$ cat src/rtl/phs_pkg.sv
// port handshake block: shared constants for both ends and the link
// assumes one clock and one active-low asynchronous reset everywhere
package phs_pkg;

  // widths
  localparam int DATA_W_DEF    = 32;
  localparam int ADDR_W        = 8;
  localparam int RUN_CNT_W     = 16;
  localparam int ACK_DLY_W_DEF = 4;

  // controller register offsets (byte addresses)
  localparam logic [ADDR_W-1:0] OFS_CTRL    = 8'h00;
  localparam logic [ADDR_W-1:0] OFS_ARG_A   = 8'h04;
  localparam logic [ADDR_W-1:0] OFS_ARG_B   = 8'h08;
  localparam logic [ADDR_W-1:0] OFS_ARG_C   = 8'h0C;
  localparam logic [ADDR_W-1:0] OFS_ARG_D   = 8'h10;
  localparam logic [ADDR_W-1:0] OFS_ARG_E   = 8'h14;
  localparam logic [ADDR_W-1:0] OFS_STATUS  = 8'h18;
  localparam logic [ADDR_W-1:0] OFS_RESULT  = 8'h1C;
  localparam logic [ADDR_W-1:0] OFS_SUM     = 8'h20;
  localparam logic [ADDR_W-1:0] OFS_PROD    = 8'h24;
  localparam logic [ADDR_W-1:0] OFS_CNT     = 8'h28;
  localparam logic [ADDR_W-1:0] OFS_E_OUT   = 8'h2C;
  localparam logic [ADDR_W-1:0] OFS_ACK_DLY = 8'h30;

  // field positions
  localparam int CTRL_START_BIT  = 0;
  localparam int STAT_BUSY_BIT   = 0;
  localparam int STAT_DONE_BIT   = 1;
  localparam int STAT_IDLE_BIT   = 2;

  // arithmetic steps
  localparam int CNT_STEP = 1;
  localparam int RUN_STEP = 1;
  localparam int DLY_STEP = 1;

endpackage : phs_pkg

$ cat src/rtl/phs_if.sv
// port handshake block: link between the function block and its partner
// assumes both ends sit on the same clock; no clocking is done here
`timescale 1ns/1ns
interface phs_if #(
  parameter int W = phs_pkg::DATA_W_DEF
);
  // run control
  logic         run_request;
  logic         run_complete;
  logic         waiting_indicator;
  logic         inputs_consumed;
  logic [W-1:0] result_port;
  // bare data input and inout split
  logic [W-1:0] arg_a;
  logic [W-1:0] arg_e_i;
  logic [W-1:0] arg_e_o;
  logic         arg_e_o_valid;
  // valid-only input
  logic [W-1:0] arg_b;
  logic         arg_b_valid;
  // two-way handshake input
  logic [W-1:0] arg_c;
  logic         arg_c_valid;
  logic         arg_c_ack;
  // acknowledge-only input
  logic [W-1:0] arg_d;
  logic         arg_d_ack;
  // valid-only output
  logic [W-1:0] sum;
  logic         sum_output_valid;
  // two-way handshake output
  logic [W-1:0] prod;
  logic         prod_valid;
  logic         prod_ack;
  // acknowledge-only output
  logic [W-1:0] cnt;
  logic         cnt_ack;

  modport dev (
    input  run_request, arg_a, arg_e_i, arg_b, arg_b_valid,
    input  arg_c, arg_c_valid, arg_d, prod_ack, cnt_ack,
    output run_complete, waiting_indicator, inputs_consumed, result_port,
    output arg_e_o, arg_e_o_valid, arg_c_ack, arg_d_ack,
    output sum, sum_output_valid, prod, prod_valid, cnt
  );

  modport host (
    output run_request, arg_a, arg_e_i, arg_b, arg_b_valid,
    output arg_c, arg_c_valid, arg_d, prod_ack, cnt_ack,
    input  run_complete, waiting_indicator, inputs_consumed, result_port,
    input  arg_e_o, arg_e_o_valid, arg_c_ack, arg_d_ack,
    input  sum, sum_output_valid, prod, prod_valid, cnt
  );
endinterface : phs_if

$ cat src/rtl/phs_host.sv
// port handshake block: producer and consumer end of the link
// assumes a simple register port driven by software on ref_clk_in
//
// Our own choices: the plain strobed port and the address map.
`timescale 1ns/1ns
module phs_host #(
  parameter int W         = phs_pkg::DATA_W_DEF,
  parameter int ACK_DLY_W = phs_pkg::ACK_DLY_W_DEF
) (
  // clock and reset
  input  wire logic                      ref_clk_in,
  input  wire logic                      rst_n_in,
  // link to the function block
  phs_if.host                            bus,
  // register port
  input  wire logic [phs_pkg::ADDR_W-1:0] addr_in,
  input  wire logic [W-1:0]              wdata_in,
  input  wire logic                      wr_in,
  input  wire logic                      rd_in,
  output logic      [W-1:0]              rdata_out
);

  typedef struct packed {
    logic                 run;
    logic                 req;
    logic [W-1:0]         a;
    logic [W-1:0]         b;
    logic [W-1:0]         c;
    logic [W-1:0]         d;
    logic [W-1:0]         e;
    logic                 b_vld;
    logic                 c_vld;
    logic                 prod_ack;
    logic                 prod_done;
    logic                 cnt_ack;
    logic [ACK_DLY_W-1:0] dly;
    logic [ACK_DLY_W-1:0] ack_dly;
    logic [W-1:0]         result;
    logic [W-1:0]         sum;
    logic [W-1:0]         prod;
    logic [W-1:0]         cnt;
    logic [W-1:0]         e_o;
    logic                 done;
    logic [W-1:0]         rdata;
  } phs_host_s;

  phs_host_s s_q;
  phs_host_s s_d;

  // next-state logic
  always_comb begin
    s_d          = s_q;
    s_d.rdata    = '0;
    s_d.b_vld    = 1'b0;
    s_d.prod_ack = 1'b0;
    // run request held until the block shows it has left waiting
    if (s_q.req && !bus.waiting_indicator) begin
      s_d.req = 1'b0;
    end
    if (s_q.c_vld && bus.arg_c_ack) begin
      s_d.c_vld = 1'b0;
    end
    // valid-only outputs: take whenever marked
    if (bus.sum_output_valid) begin
      s_d.sum = bus.sum;
    end
    if (bus.arg_e_o_valid) begin
      s_d.e_o = bus.arg_e_o;
    end
    // handshake output: ack after a programmable delay, one pulse
    if (bus.prod_valid && !s_q.prod_ack) begin
      if (s_q.dly == s_q.ack_dly) begin
        s_d.prod_ack  = 1'b1;
        s_d.prod      = bus.prod;
        s_d.prod_done = 1'b1;
        s_d.dly       = '0;
      end else begin
        s_d.dly = s_q.dly + ACK_DLY_W'(phs_pkg::DLY_STEP);
      end
    end
    // ack-only output: level ack held until the run completes
    if (s_q.prod_done && !s_q.cnt_ack) begin
      if (s_q.dly == s_q.ack_dly) begin
        s_d.cnt_ack = 1'b1;
      end else begin
        s_d.dly = s_q.dly + ACK_DLY_W'(phs_pkg::DLY_STEP);
      end
    end
    // register writes; argument values are frozen during a run
    if (wr_in) begin
      unique case (addr_in)
        phs_pkg::OFS_CTRL: begin
          if (wdata_in[phs_pkg::CTRL_START_BIT] && !s_q.run) begin
            s_d.run       = 1'b1;
            s_d.req       = 1'b1;
            s_d.b_vld     = 1'b1;
            s_d.c_vld     = 1'b1;
            s_d.prod_done = 1'b0;
            s_d.cnt_ack   = 1'b0;
            s_d.dly       = '0;
            s_d.done      = 1'b0;
          end
        end
        phs_pkg::OFS_ARG_A: if (!s_q.run) s_d.a = wdata_in;
        phs_pkg::OFS_ARG_B: if (!s_q.run) s_d.b = wdata_in;
        phs_pkg::OFS_ARG_C: if (!s_q.run) s_d.c = wdata_in;
        phs_pkg::OFS_ARG_D: if (!s_q.run) s_d.d = wdata_in;
        phs_pkg::OFS_ARG_E: if (!s_q.run) s_d.e = wdata_in;
        phs_pkg::OFS_ACK_DLY: s_d.ack_dly = wdata_in[ACK_DLY_W-1:0];
        default: begin
        end
      endcase
    end
    // completion last so its set wins over a same-cycle clear
    if (bus.run_complete) begin
      s_d.result    = bus.result_port;
      s_d.cnt       = bus.cnt;
      s_d.run       = 1'b0;
      s_d.cnt_ack   = 1'b0;
      s_d.prod_done = 1'b0;
      s_d.done      = 1'b1;
    end
    // register reads, answered in the next cycle only
    if (rd_in) begin
      unique case (addr_in)
        phs_pkg::OFS_ARG_A:   s_d.rdata = s_q.a;
        phs_pkg::OFS_ARG_B:   s_d.rdata = s_q.b;
        phs_pkg::OFS_ARG_C:   s_d.rdata = s_q.c;
        phs_pkg::OFS_ARG_D:   s_d.rdata = s_q.d;
        phs_pkg::OFS_ARG_E:   s_d.rdata = s_q.e;
        phs_pkg::OFS_RESULT:  s_d.rdata = s_q.result;
        phs_pkg::OFS_SUM:     s_d.rdata = s_q.sum;
        phs_pkg::OFS_PROD:    s_d.rdata = s_q.prod;
        phs_pkg::OFS_CNT:     s_d.rdata = s_q.cnt;
        phs_pkg::OFS_E_OUT:   s_d.rdata = s_q.e_o;
        phs_pkg::OFS_ACK_DLY: s_d.rdata = W'(s_q.ack_dly);
        phs_pkg::OFS_STATUS: begin
          s_d.rdata[phs_pkg::STAT_BUSY_BIT] = s_q.run;
          s_d.rdata[phs_pkg::STAT_DONE_BIT] = s_q.done;
          s_d.rdata[phs_pkg::STAT_IDLE_BIT] = bus.waiting_indicator;
        end
        default: s_d.rdata = '0;
      endcase
    end
  end

  // state register; all controls low in reset
  always_ff @(posedge ref_clk_in or negedge rst_n_in) begin
    if (!rst_n_in) begin
      s_q <= '0;
    end else begin
      s_q <= s_d;
    end
  end

  // link and port outputs straight from the register
  assign bus.run_request = s_q.req;
  assign bus.arg_a       = s_q.a;
  assign bus.arg_b       = s_q.b;
  assign bus.arg_b_valid = s_q.b_vld;
  assign bus.arg_c       = s_q.c;
  assign bus.arg_c_valid = s_q.c_vld;
  assign bus.arg_d       = s_q.d;
  assign bus.arg_e_i     = s_q.e;
  assign bus.prod_ack    = s_q.prod_ack;
  assign bus.cnt_ack     = s_q.cnt_ack;
  assign rdata_out       = s_q.rdata;

endmodule : phs_host

$ cat src/flat_wrapper.sv
// flat-port wrapper written by rule: the top's interface ports become plain ports
module phs_host_flat 
#(
  parameter int W         = phs_pkg::DATA_W_DEF,
  parameter int ACK_DLY_W = phs_pkg::ACK_DLY_W_DEF
)
  (ref_clk_in, rst_n_in, addr_in, wdata_in, wr_in, rd_in, rdata_out, bus_run_request, bus_arg_a, bus_arg_e_i, bus_arg_b, bus_arg_b_valid, bus_arg_c, bus_arg_c_valid, bus_arg_d, bus_prod_ack, bus_cnt_ack, bus_run_complete, bus_waiting_indicator, bus_inputs_consumed, bus_result_port, bus_arg_e_o, bus_arg_e_o_valid, bus_arg_c_ack, bus_arg_d_ack, bus_sum, bus_sum_output_valid, bus_prod, bus_prod_valid, bus_cnt);
  phs_if #(.W(W)) bus_i ();
  input  wire logic ref_clk_in;
  input  wire logic rst_n_in;
  input  wire logic [phs_pkg::ADDR_W-1:0] addr_in;
  input  wire logic [W-1:0] wdata_in;
  input  wire logic wr_in;
  input  wire logic rd_in;
  output logic      [W-1:0] rdata_out;
  output wire logic [$bits(bus_i.run_request)-1:0] bus_run_request;
  output wire logic [$bits(bus_i.arg_a)-1:0] bus_arg_a;
  output wire logic [$bits(bus_i.arg_e_i)-1:0] bus_arg_e_i;
  output wire logic [$bits(bus_i.arg_b)-1:0] bus_arg_b;
  output wire logic [$bits(bus_i.arg_b_valid)-1:0] bus_arg_b_valid;
  output wire logic [$bits(bus_i.arg_c)-1:0] bus_arg_c;
  output wire logic [$bits(bus_i.arg_c_valid)-1:0] bus_arg_c_valid;
  output wire logic [$bits(bus_i.arg_d)-1:0] bus_arg_d;
  output wire logic [$bits(bus_i.prod_ack)-1:0] bus_prod_ack;
  output wire logic [$bits(bus_i.cnt_ack)-1:0] bus_cnt_ack;
  input wire logic [$bits(bus_i.run_complete)-1:0] bus_run_complete;
  input wire logic [$bits(bus_i.waiting_indicator)-1:0] bus_waiting_indicator;
  input wire logic [$bits(bus_i.inputs_consumed)-1:0] bus_inputs_consumed;
  input wire logic [$bits(bus_i.result_port)-1:0] bus_result_port;
  input wire logic [$bits(bus_i.arg_e_o)-1:0] bus_arg_e_o;
  input wire logic [$bits(bus_i.arg_e_o_valid)-1:0] bus_arg_e_o_valid;
  input wire logic [$bits(bus_i.arg_c_ack)-1:0] bus_arg_c_ack;
  input wire logic [$bits(bus_i.arg_d_ack)-1:0] bus_arg_d_ack;
  input wire logic [$bits(bus_i.sum)-1:0] bus_sum;
  input wire logic [$bits(bus_i.sum_output_valid)-1:0] bus_sum_output_valid;
  input wire logic [$bits(bus_i.prod)-1:0] bus_prod;
  input wire logic [$bits(bus_i.prod_valid)-1:0] bus_prod_valid;
  input wire logic [$bits(bus_i.cnt)-1:0] bus_cnt;
  assign bus_run_request = bus_i.run_request;
  assign bus_arg_a = bus_i.arg_a;
  assign bus_arg_e_i = bus_i.arg_e_i;
  assign bus_arg_b = bus_i.arg_b;
  assign bus_arg_b_valid = bus_i.arg_b_valid;
  assign bus_arg_c = bus_i.arg_c;
  assign bus_arg_c_valid = bus_i.arg_c_valid;
  assign bus_arg_d = bus_i.arg_d;
  assign bus_prod_ack = bus_i.prod_ack;
  assign bus_cnt_ack = bus_i.cnt_ack;
  assign bus_i.run_complete = bus_run_complete;
  assign bus_i.waiting_indicator = bus_waiting_indicator;
  assign bus_i.inputs_consumed = bus_inputs_consumed;
  assign bus_i.result_port = bus_result_port;
  assign bus_i.arg_e_o = bus_arg_e_o;
  assign bus_i.arg_e_o_valid = bus_arg_e_o_valid;
  assign bus_i.arg_c_ack = bus_arg_c_ack;
  assign bus_i.arg_d_ack = bus_arg_d_ack;
  assign bus_i.sum = bus_sum;
  assign bus_i.sum_output_valid = bus_sum_output_valid;
  assign bus_i.prod = bus_prod;
  assign bus_i.prod_valid = bus_prod_valid;
  assign bus_i.cnt = bus_cnt;
  phs_host #(.W(W), .ACK_DLY_W(ACK_DLY_W)) u_core (.ref_clk_in(ref_clk_in), .rst_n_in(rst_n_in), .bus(bus_i), .addr_in(addr_in), .wdata_in(wdata_in), .wr_in(wr_in), .rd_in(rd_in), .rdata_out(rdata_out));
endmodule
$ cat config.mk
export PLATFORM = sky130hd
export DESIGN_NAME = phs_host_flat
export DESIGN_NICKNAME = d
export VERILOG_FILES = /design/src/rtl/phs_pkg.sv /design/src/rtl/phs_if.sv /design/src/rtl/phs_host.sv /design/src/flat_wrapper.sv
export SDC_FILE = /design/constraint.sdc
export NUM_CORES = 1
export LEC_CHECK = 0
export ABC_AREA = 1
export BUFFER_PORTS_ARGS = -buffer_cell sky130_fd_sc_hd__clkbuf_2
export CELL_PAD_IN_SITES_DETAIL_PLACEMENT = 0
export CELL_PAD_IN_SITES_GLOBAL_PLACEMENT = 2
export CORE_AREA = 8 8 263 265
export CTS_CLUSTER_DIAMETER = 150
export DETAILED_ROUTE_END_ITERATION = 10
export DIE_AREA = 0 0 271 273
export PLACE_DENSITY = 0.76
export SYNTH_ARGS = -nofsm -noshare
export SYNTH_HDL_FRONTEND = slang
export SYNTH_SLANG_ARGS = --single-unit
$ cat constraint.sdc
create_clock -name ref_clk_in -period 1.4 [get_ports ref_clk_in]
set_input_delay 0.14 -clock ref_clk_in [delete_from_list [all_inputs] [get_ports ref_clk_in]]
set_output_delay 0.14 -clock ref_clk_in [all_outputs]
set_load 0.01 [all_outputs]
==> results of run 1 <==
area by class of cell:
| cell class | count | area, um^2 |
|---|---|---|
| flip-flops and latches | 368 | 9210 |
| fillers | 6532 | 39700 |
| inverters | 140 | 532 |
| clock buffers | 64 | 1310 |
| clock inverters | 13 | 219 |
| multi-input cells | 1400 | 6650 |
| well taps | 864 | 1080 |
| repair buffers | 777 | 6310 |
stage by stage:
stage / setup TNS, ps / hold slack, ps
floorplan: -272 / -156
global placement: -40060 / 75.7
detailed placement: -43010 / 75.0
CTS: -6510 / -100
global route: -21530 / 11.8
finish: -8960 / 30.9
where the power goes:
part | internal, mW | switching [mW] | leakage, nW
Combinational | 1.84 | 2.30 | 7.75
Sequential | 11.7 | 0.827 | 4.81
Clock | 7.55 | 4.61 | 0.756
cell usage in the layout, fill, tap and decap left out, drive strengths merged:
master / synthesis / final
a21oi: 8 / 8
buf: 264 / 164
bufinv: 0 / 6
clkbuf: 54 / 480
clkinv: 0 / 7
dfrtp: 368 / 368
dlygate4sd3: 0 / 197
ha: 1 / 1
inv: 140 / 140
mux2: 36 / 36
nand2: 675 / 676
nand3: 312 / 312
nand3b: 1 / 1
nand4: 1 / 1
nor2: 164 / 164
nor3: 1 / 1
o21ai: 195 / 195
xor2: 5 / 5
path summary, 6_finish.rpt:
check / from / end / slack [ps]
min reg2reg: u_core.s_q[162] / u_core.s_q[162] / 470
max reg2reg: u_core.s_q[367] / u_core.bus.arg_a[27] / -130
max: u_core.s_q[367] / u_core.bus.arg_a[27] / -130
max in group asynchronous: rst_n_in / u_core.bus.arg_e_i[6] / 560
min in group asynchronous: rst_n_in / u_core.rdata_out[17] / 90
min: rd_in / u_core.rdata_out[8] / 30
per-layer routing:
metal | vias up | GRT usage, % | part of all wire [%]
met4 | 2 | 7.47 | 3.8
met2 | 586 | 35.2 | 49
met1 | 8160 | 23.3 | 40
met5 | - | 0 | 0.015
met3 | 130 | 4.65 | 6.9
li1 | 7921 | - | -
worst min-delay path: stages:
cell,delay [ps]
clkbuf_2,100
buf_12,180
nand2_1,90
inv_1,30
sequential cells by signal, summed over array words and instances, names as in the netlist, 32 cells and up:
| register | cells |
|---|---|
| u_core.bus.arg_c | 32 |
| u_core.s_q | 171 |
| u_core.bus.arg_b | 32 |
| u_core.rdata_out | 32 |
| u_core.bus.arg_a | 32 |
| u_core.bus.arg_d | 32 |
| u_core.bus.arg_e_i | 32 |
logic make-up after synthesis:
logic type / synth area share (%)
multiplexers: 2.25
buffers and inverters: 14.1
adder cells (fa/ha/maj): 0.0694
AND/OR/NAND/NOR: 26.6
flip-flops: 51.1
XOR/XNOR: 0.243
AO/OA/AOI/OAI: 5.64
timing repair:
item | 4_1_cts | 5_1_grt
setup endpoints to repair | 203 | 179
buffers inserted | 3 | 5
hold buffers | 196 | 1
resized for setup | 65 | 119
gates cloned | 5 | 18
pin swaps | 1 | 0
hold endpoints to repair | 683 | 5
==> impl_metrics.env, run 1 <==
export IMPL_final_setup_viol_count=139
export IMPL_grt_max_degree=52
export IMPL_fin_crit_sh_pct=110
export IMPL_tightestPinTransition_ps=494
export IMPL_slew_viol_final=0
export IMPL_worst_path_largest_cell_delay_ps=380
export IMPL_slew_headroom_pct=67.1
export IMPL_drc=0
export IMPL_netlist_area_leader_share_pct=51.1
export IMPL_yosysMostFrequentCell="nand2_1"
export IMPL_track_usage_pct=19.9
export IMPL_numCtsBuffers=44
export IMPL_num_antenna_cells=0
export IMPL_placed_cells=3322
export IMPL_grt_pass1_wl_um=112000
export IMPL_worstSkewPairLatency_ps=560
export IMPL_wl_um=78700
export IMPL_clk_path_buf_depth=3
export IMPL_synth_area_leaders="dfrtp_1 51%, nand2_1 14%, nand3_1 8.6%"
export IMPL_ys_types=23
export IMPL_critical_path_endpoint_type="flop"
export IMPL_hold_path_class="primary input to flop"
export IMPL_cp_num_buf_inv=4
export IMPL_areaGrowthSynthToFinish_pct=40.4
export IMPL_gp_congestion=0.842
export IMPL_io_buffer_count=406
export IMPL_async_flop_share_pct=100
export IMPL_vias=16799
export IMPL_slowest_stage="dfrtp_1"
export IMPL_place_area_um2=20900
export IMPL_hold_viol=0
export IMPL_setup_slack_ps=-135
export IMPL_cp_data_required_time_ps=1830
export IMPL_crit_fanout=12
export IMPL_synth_edf_count=0
export IMPL_die_w_um=271
export IMPL_wl_per_cell_um=21.7
export IMPL_clk_pin_slew_ps=60
export IMPL_crit_chain="inv_2, nand2_4, nor3_4, buf_6, buf_12, nand2_8, clkbuf_16, nand2_1, o21ai_0"
export IMPL_ys_seq_area_share_pct=51.1
export IMPL_htreeDepth=2
export IMPL_clock_sinks=368
export IMPL_pre_cts_ws_ps=-492
export IMPL_cts_tree="built"
export IMPL_nNetsFinal=2944
export IMPL_power_density_nw_per_um2=1140
export IMPL_worstSetupPathDepth=9
export IMPL_initial_utilization_pct=27.7
export IMPL_postSynthCellCount=2225
export IMPL_synth_avg_cell_area_um2=8.10
export IMPL_synth_flop_cell="dfrtp_1"
export IMPL_rows=94
export IMPL_ant_nets=0
export IMPL_outcome="complete, but fails checks"
export IMPL_viasPerCell=4.63
export IMPL_power_mw=28.8
export IMPL_drive_gt1_share_pct=28.1
export IMPL_layout_cells_non_filler=3626
export IMPL_final_core_util_pct=38.9
export IMPL_ios=409
export IMPL_crit_path_start_kind="flop"
export IMPL_grt_antenna_before_repair=2
export IMPL_synth_area_um2=18000
export IMPL_finalCriticalPeriod_ps=1530
export IMPL_design_area_um2=25300
export IMPL_yosysTopAreaCell="dfrtp_1"
export IMPL_dieArea_um2=74000
export IMPL_ir_worst_vdd_mv=0.743
export IMPL_synth_nets=2438
export IMPL_core_area_um2=65000
export IMPL_firstDrtPassIters=5
export IMPL_cts_root_buf="clkbuf_16"
export IMPL_maxCapViolCount=0
export IMPL_reg2reg_depth=9
export IMPL_worstHoldPathCells=4
export IMPL_critical_path_class="flop to flop"
export IMPL_overflow=0
export IMPL_violations="setup timing"
export IMPL_fin_worst_skew_ps=12.9
export IMPL_synth_commonest_cells="669 x nand2_1, 368 x dfrtp_1, 310 x nand3_1"
export IMPL_die_h_um=273
export IMPL_rsz0062_at_grt="yes"
export IMPL_worstPathArrival_ps=1970
export IMPL_grt_pass1_vias=17528
export IMPL_cp_top_family="buffers and inverters"
export IMPL_synth_seq_cells=368
export IMPL_fmax_mhz=652
export IMPL_total_leakage_power_nw=13.3
export IMPL_dp_hpwl_um=54800
export IMPL_yosys_warnings=0
export IMPL_drt_iter0_drc=1108
Note: power is estimated with default switching activity, not from simulation.
==> run 2, diff against run 1 <==
CORE_AREA = 8 8 224 312   (was 8 8 263 265)
DIE_AREA = 0 0 232 320   (was 0 0 271 273)
==> impl_metrics.env, run 2 (same netlist as run 1, synthesis figures left out) <==
export IMPL_dieArea_um2=74200
export IMPL_die_w_um=232
export IMPL_rsz0062_at_grt="yes"
export IMPL_violations="setup timing"
export IMPL_initial_utilization_pct=27.7
export IMPL_core_area_um2=65000
export IMPL_outcome="complete, but fails checks"
export IMPL_drt_iter0_drc=1195
export IMPL_die_h_um=320
export IMPL_cts_root_buf="clkbuf_16"
export IMPL_regMostFlops="u_core.s_q"
export IMPL_swShare_pct=28.0
export IMPL_drive_gt1_share_pct=30.5
export IMPL_slew_viol_final=0
export IMPL_wl_um=81000
export IMPL_p_comb_share_pct=16.0
export IMPL_finalCriticalPeriod_ps=1520
export IMPL_seq_area_um2=9220
export IMPL_vias=16948
export IMPL_slowest_stage="dfrtp_1"
export IMPL_cpMostUsedCell="nand2_1"
export IMPL_final_setup_viol_count=131
export IMPL_slew_headroom_pct=67.0
export IMPL_fillers=6601
export IMPL_cts_tree="built"
export IMPL_setup_slack_ps=-122
export IMPL_switching_power_mw=7.82
export IMPL_worstSkewPairLatency_ps=570
export IMPL_clock_sinks=368
export IMPL_critical_path_endpoint_type="flop"
export IMPL_ir_worst_vdd_mv=0.839
export IMPL_met1_length_um=30600
export IMPL_min_from="wdata_in[1]"
export IMPL_grt_pass1_wl_um=114000
export IMPL_worst_path_largest_cell_delay_ps=410
export IMPL_hold_viol=0
export IMPL_areaGrowthSynthToFinish_pct=41.5
export IMPL_wl_per_cell_um=22.4
export IMPL_final_cell_mix="586 x nand2_1, 404 x clkbuf_2, 360 x dfrtp_1"
export IMPL_clkPwrFrac_pct=39.1
export IMPL_worstPathArrival_ps=1960
export IMPL_maxCapViolCount=0
export IMPL_tightestPinTransition_ps=493
export IMPL_cp_startpoint="u_core.s_q[196]"
export IMPL_hold_path_class="primary input to flop"
export IMPL_wl_met2_um=41400
export IMPL_gp_congestion=0.854
export IMPL_clk_path_buf_depth=3
export IMPL_highest_layer="met4"
export IMPL_viasPerCell=4.68
export IMPL_power_density_nw_per_um2=1090
export IMPL_htreeDepth=2
export IMPL_largest_reg_flops=171
export IMPL_clk_pin_slew_ps=60
export IMPL_fmax_mhz=657
export IMPL_grt_pass1_vias=17597
export IMPL_nNetsFinal=2962
export IMPL_crit_fanout=26
export IMPL_ant_nets=0
export IMPL_cp_num_buf_inv=2
export IMPL_drc=0
export IMPL_numCtsBuffers=40
export IMPL_grt_max_degree=67
export IMPL_crit_path_start_kind="flop"
export IMPL_fin_crit_sh_pct=109
export IMPL_cp_top_family="simple AND/OR/NAND/NOR gates"
export IMPL_overflow=0
export IMPL_multi_input_area_um2=6910
export IMPL_routed_wl_met3_um=4290
export IMPL_intPower_mw=20.1
export IMPL_firstDrtPassIters=6
export IMPL_io_buffer_count=406
export IMPL_final_core_util_pct=39.3
export IMPL_cp_data_required_time_ps=1840
export IMPL_r2r_start="u_core.s_q[196]"
export IMPL_track_usage_pct=20.5
export IMPL_grt_antenna_before_repair=1
export IMPL_total_leakage_power_nw=13.3
export IMPL_ios=409
export IMPL_layout_commonest_cell="nand2_1"
export IMPL_seq_power_share_pct=44.9
export IMPL_dp_hpwl_um=56400
export IMPL_critical_path_class="flop to flop"
export IMPL_whs_ps=45.1
export IMPL_fin_worst_skew_ps=18.1
export IMPL_crit_chain="xor2_1, nor2_1, nand4_1, buf_4, buf_12, nand2_1, nand2_1"
export IMPL_rows=111
run 2: changes by cell type in the layout (fill, tap and decap cells not counted), sizes merged:
| cell | delta |
|---|---|
| dlygate4sd3 | +13 |
| buf | +10 |
| clkbuf | -9 |
| bufinv | -3 |
| clkinvlp | +2 |
| bufbuf | +1 |
| diode | +1 |
run 2: path summary, 6_finish.rpt:
check | end | slack (ps) | depth (start not counted)
setup / recovery | u_core.s_q[125] | -120 | 7
hold / removal | u_core.bus.arg_b[1] | 50 | 3
setup reg to reg | u_core.s_q[125] | -120 | 7
hold reg to reg | u_core.s_q[67] | 480 | 2
max in group asynchronous | u_core.rdata_out[5] | 480 | 3
min in group asynchronous | u_core.bus.arg_c[9] | 100 | 2
run 2: worst register-to-register path, cell delays in order, from the launching register on:
cell	delay, ps
dfrtp_1	410
xor2_1	170
nor2_1	170
nand4_1	170
buf_4	190
buf_12	160
nand2_1	80
nand2_1	60
run 2: power by group through the flow:
stage / Clock (mW) / Combinational [mW] / Sequential [mW]
floorplan: 0 / 2.08 / 12.4
global placement: 0 / 3.49 / 12.7
detailed placement: 0 / 3.55 / 12.7
CTS: 11.2 / 4.26 / 12.5
global route: 11.6 / 4.93 / 12.6
finish: 10.9 / 4.46 / 12.5
run 2: per-stage QoR:
step                      setup TNS [ps]  total power, mW  worst slack (ps)  cells  cell area (um^2)
final                              -7980             27.9              -122   3624             25500
after global routing              -17360             29.1              -176   3623             25500
after CTS                          -7340             28.0              -118   3603             24600
after detailed placement          -31420             16.2              -560   3306             20700
after global placement            -28480             16.1              -570   3306             20700
after floorplan                     -272             14.4             -13.6   2225             18000
run 2: layer usage:
metal	global-route usage, %	up-vias
met5	0	-
met1	22.9	8234
met4	10.9	0
li1	-	7938
met3	3.50	151
met2	36.5	625
run 2: timing repair:
| item | in CTS | in global routing |
|---|---|---|
| hold buffers | 210 | 0 |
| cloned | 10 | 15 |
| setup endpoints to repair | 206 | 152 |
| buffers inserted | 8 | 5 |
| endpoints found under the hold margin | 653 | 0 |
| gates resized for setup | 104 | 207 |
| pin swaps | 4 | 10 |
run 2: final cells by class:
cell class	count	area share, %
Sequential cell	368	36.1
Clock buffer	57	4.57
Multi-Input combinational cell	1400	27.1
Tap cell	847	4.15
Antenna cell	1	0.00981
Clock inverter	12	0.564
Timing Repair Buffer	799	25.4
Inverter	140	2.09
==> run 3, diff against run 2 <==
CORE_AREA = 8 8 277 252   (was 8 8 224 312)
CTS_CLUSTER_DIAMETER = 40   (was 150)
DIE_AREA = 0 0 285 260   (was 0 0 232 320)
==> impl_metrics.env, run 3 (same netlist as run 1, synthesis figures left out) <==
export IMPL_die_h_um=260
export IMPL_intPower_mw=27.8
export IMPL_layout_commonest_cell="nand2_1"
export IMPL_fin_worst_skew_ps=22.7
export IMPL_grt_antenna_before_repair=2
export IMPL_dp_hpwl_um=55500
export IMPL_regMostFlops="u_core.s_q"
export IMPL_reg2reg_depth=8
export IMPL_track_usage_pct=20.3
export IMPL_numCtsBuffers=83
export IMPL_crit_chain="xor2_1, nor2_2, nand4_1, buf_6, buf_12, clkbuf_16, nand2_2, nand2_1"
export IMPL_cp_data_required_time_ps=1890
export IMPL_grt_busiest_layer="met2"
export IMPL_r2r_start="u_core.s_q[193]"
export IMPL_maxCapViolCount=0
export IMPL_rows=89
export IMPL_final_setup_viol_count=194
export IMPL_hold_viol=0
export IMPL_grt_pass1_vias=17418
export IMPL_wl_per_cell_um=21.9
export IMPL_critical_path_class="flop to flop"
export IMPL_core_area_um2=65000
export IMPL_wl_um=81300
export IMPL_critical_path_endpoint_type="flop"
export IMPL_fillers=6444
export IMPL_largest_reg_flops=171
export IMPL_vias=17180
export IMPL_multi_input_area_um2=6930
export IMPL_final_cell_mix="563 x nand2_1, 398 x clkbuf_2, 360 x dfrtp_1"
export IMPL_tightestPinTransition_ps=461
export IMPL_grtUsageMet3_pct=4.86
export IMPL_worstPathArrival_ps=2060
export IMPL_worst_path_largest_cell_delay_ps=400
export IMPL_gp_congestion=0.880
export IMPL_cp_top_family="buffers and inverters"
export IMPL_switching_power_mw=10.2
export IMPL_clock_sinks=368
export IMPL_slowest_stage="dfrtp_1"
export IMPL_grt_max_degree=66
export IMPL_power_mw=38.0
export IMPL_seq_power_share_pct=33.2
export IMPL_seq_area_um2=9220
export IMPL_setup_slack_ps=-176
export IMPL_clk_pin_slew_ps=50
export IMPL_firstDrtPassIters=7
export IMPL_viasPerCell=4.62
export IMPL_swShare_pct=26.9
export IMPL_cp_num_buf_inv=3
export IMPL_drc=0
export IMPL_ir_worst_vdd_mv=0.784
export IMPL_ant_nets=0
export IMPL_cts_root_buf="clkbuf_16"
export IMPL_ios=409
export IMPL_final_core_util_pct=41.9
export IMPL_slew_viol_final=0
export IMPL_nNetsFinal=3001
export IMPL_crit_fanout=6
export IMPL_total_leakage_power_nw=14.2
export IMPL_hold_path_class="primary input to async pin"
export IMPL_r2r_slack_ps=-180
export IMPL_io_buffer_count=406
export IMPL_outcome="complete, but fails checks"
export IMPL_grt_pass1_wl_um=114000
export IMPL_worstSkewPairLatency_ps=610
export IMPL_htreeDepth=3
export IMPL_rsz0062_at_grt="yes"
export IMPL_fmax_mhz=634
export IMPL_violations="setup timing"
export IMPL_fin_crit_sh_pct=113
export IMPL_pre_cts_ws_ps=-620
export IMPL_place_area_um2=20700
export IMPL_worstSetupPathDepth=8
export IMPL_met2_usage_pct=33.8
export IMPL_clkPwrFrac_pct=53.2
export IMPL_design_area_um2=27200
export IMPL_clk_path_buf_depth=3
export IMPL_areaGrowthSynthToFinish_pct=51.1
export IMPL_dieArea_um2=74100
export IMPL_die_w_um=285
export IMPL_crit_path_start_kind="flop"
export IMPL_power_density_nw_per_um2=1390
export IMPL_r2r_end="u_core.s_q[126]"
export IMPL_slew_headroom_pct=69.2
export IMPL_initial_utilization_pct=27.7
export IMPL_met1_usage_pct=26.0
export IMPL_p_comb_share_pct=13.6
export IMPL_overflow=0
export IMPL_drive_gt1_share_pct=32.8
export IMPL_drt_iter0_drc=1347
export IMPL_finalCriticalPeriod_ps=1580
export IMPL_cts_tree="built"
==> run 3: changes by cell type in the layout (fill, tap and decap cells not counted), sizes merged <==
cell         change
buf              +5
inv              +7
bufinv           +9
dlygate4sd3      -8
clkinvlp         +7
nand2            -1
clkinv          +18
bufbuf           -1
clkbuf          +43
==> run 3: layer usage <==
| layer | part of all wire [%] | wire length [um] | vias up |
|---|---|---|---|
| met2 | 47 | 38600 | 598 |
| met1 | 43 | 35200 | 8383 |
| met4 | 3.0 | 2470 | 2 |
| li1 | - | - | 8063 |
| met3 | 6.3 | 5120 | 134 |
| met5 | 0.014 | 11 | - |
==> run 3: how the worst max path moves through the flow <==
stage | end | startpoint | slack, ps
global placement | u_core.rdata_out[12] | addr_in[0] | -620
floorplan | u_core.s_q[100] | u_core.s_q[198] | -10
global route | u_core.s_q[108] | u_core.s_q[193] | -260
detailed placement | u_core.rdata_out[12] | addr_in[0] | -620
CTS | u_core.s_q[98] | u_core.s_q[196] | -160
finish | u_core.s_q[126] | u_core.s_q[193] | -180
==> run 3: layout make-up <==
type	instances	area share (%)
Antenna cell	1	0.00918
Clock buffer	99	8.14
Clock inverter	53	2.50
Inverter	140	2.00
Multi-Input combinational cell	1399	25.4
Sequential cell	368	33.8
Tap cell	864	3.97
Timing Repair Buffer	796	24.1
==> run 3: power by group through the flow <==
stage / clock [mW] / combinational, mW / sequential [mW]
floorplan: 0 / 2.08 / 12.4
global placement: 0 / 3.53 / 12.7
detailed placement: 0 / 3.61 / 12.7
CTS: 20.5 / 4.50 / 12.6
global route: 21.1 / 5.65 / 12.7
finish: 20.2 / 5.16 / 12.6
==> run 3: per-stage QoR <==
step / cells / setup TNS (ps) / hold WS (ps)
final: 3720 / -21060 / 35.7
after global routing: 3719 / -36420 / 41.4
after CTS: 3690 / -15700 / 7.58
after detailed placement: 3322 / -47880 / 92.6
after global placement: 3322 / -47170 / 102
after floorplan: 2225 / -272 / -156
==> run 3: timing repair <==
| item | in CTS | in global routing |
|---|---|---|
| hold endpoints to repair | 721 | 0 |
| buffers inserted | 6 | 15 |
| hold buffers | 202 | 0 |
| pin swaps | 6 | 11 |
| setup endpoints to repair | 208 | 216 |
| gates resized for setup | 109 | 208 |
| gates cloned | 9 | 16 |
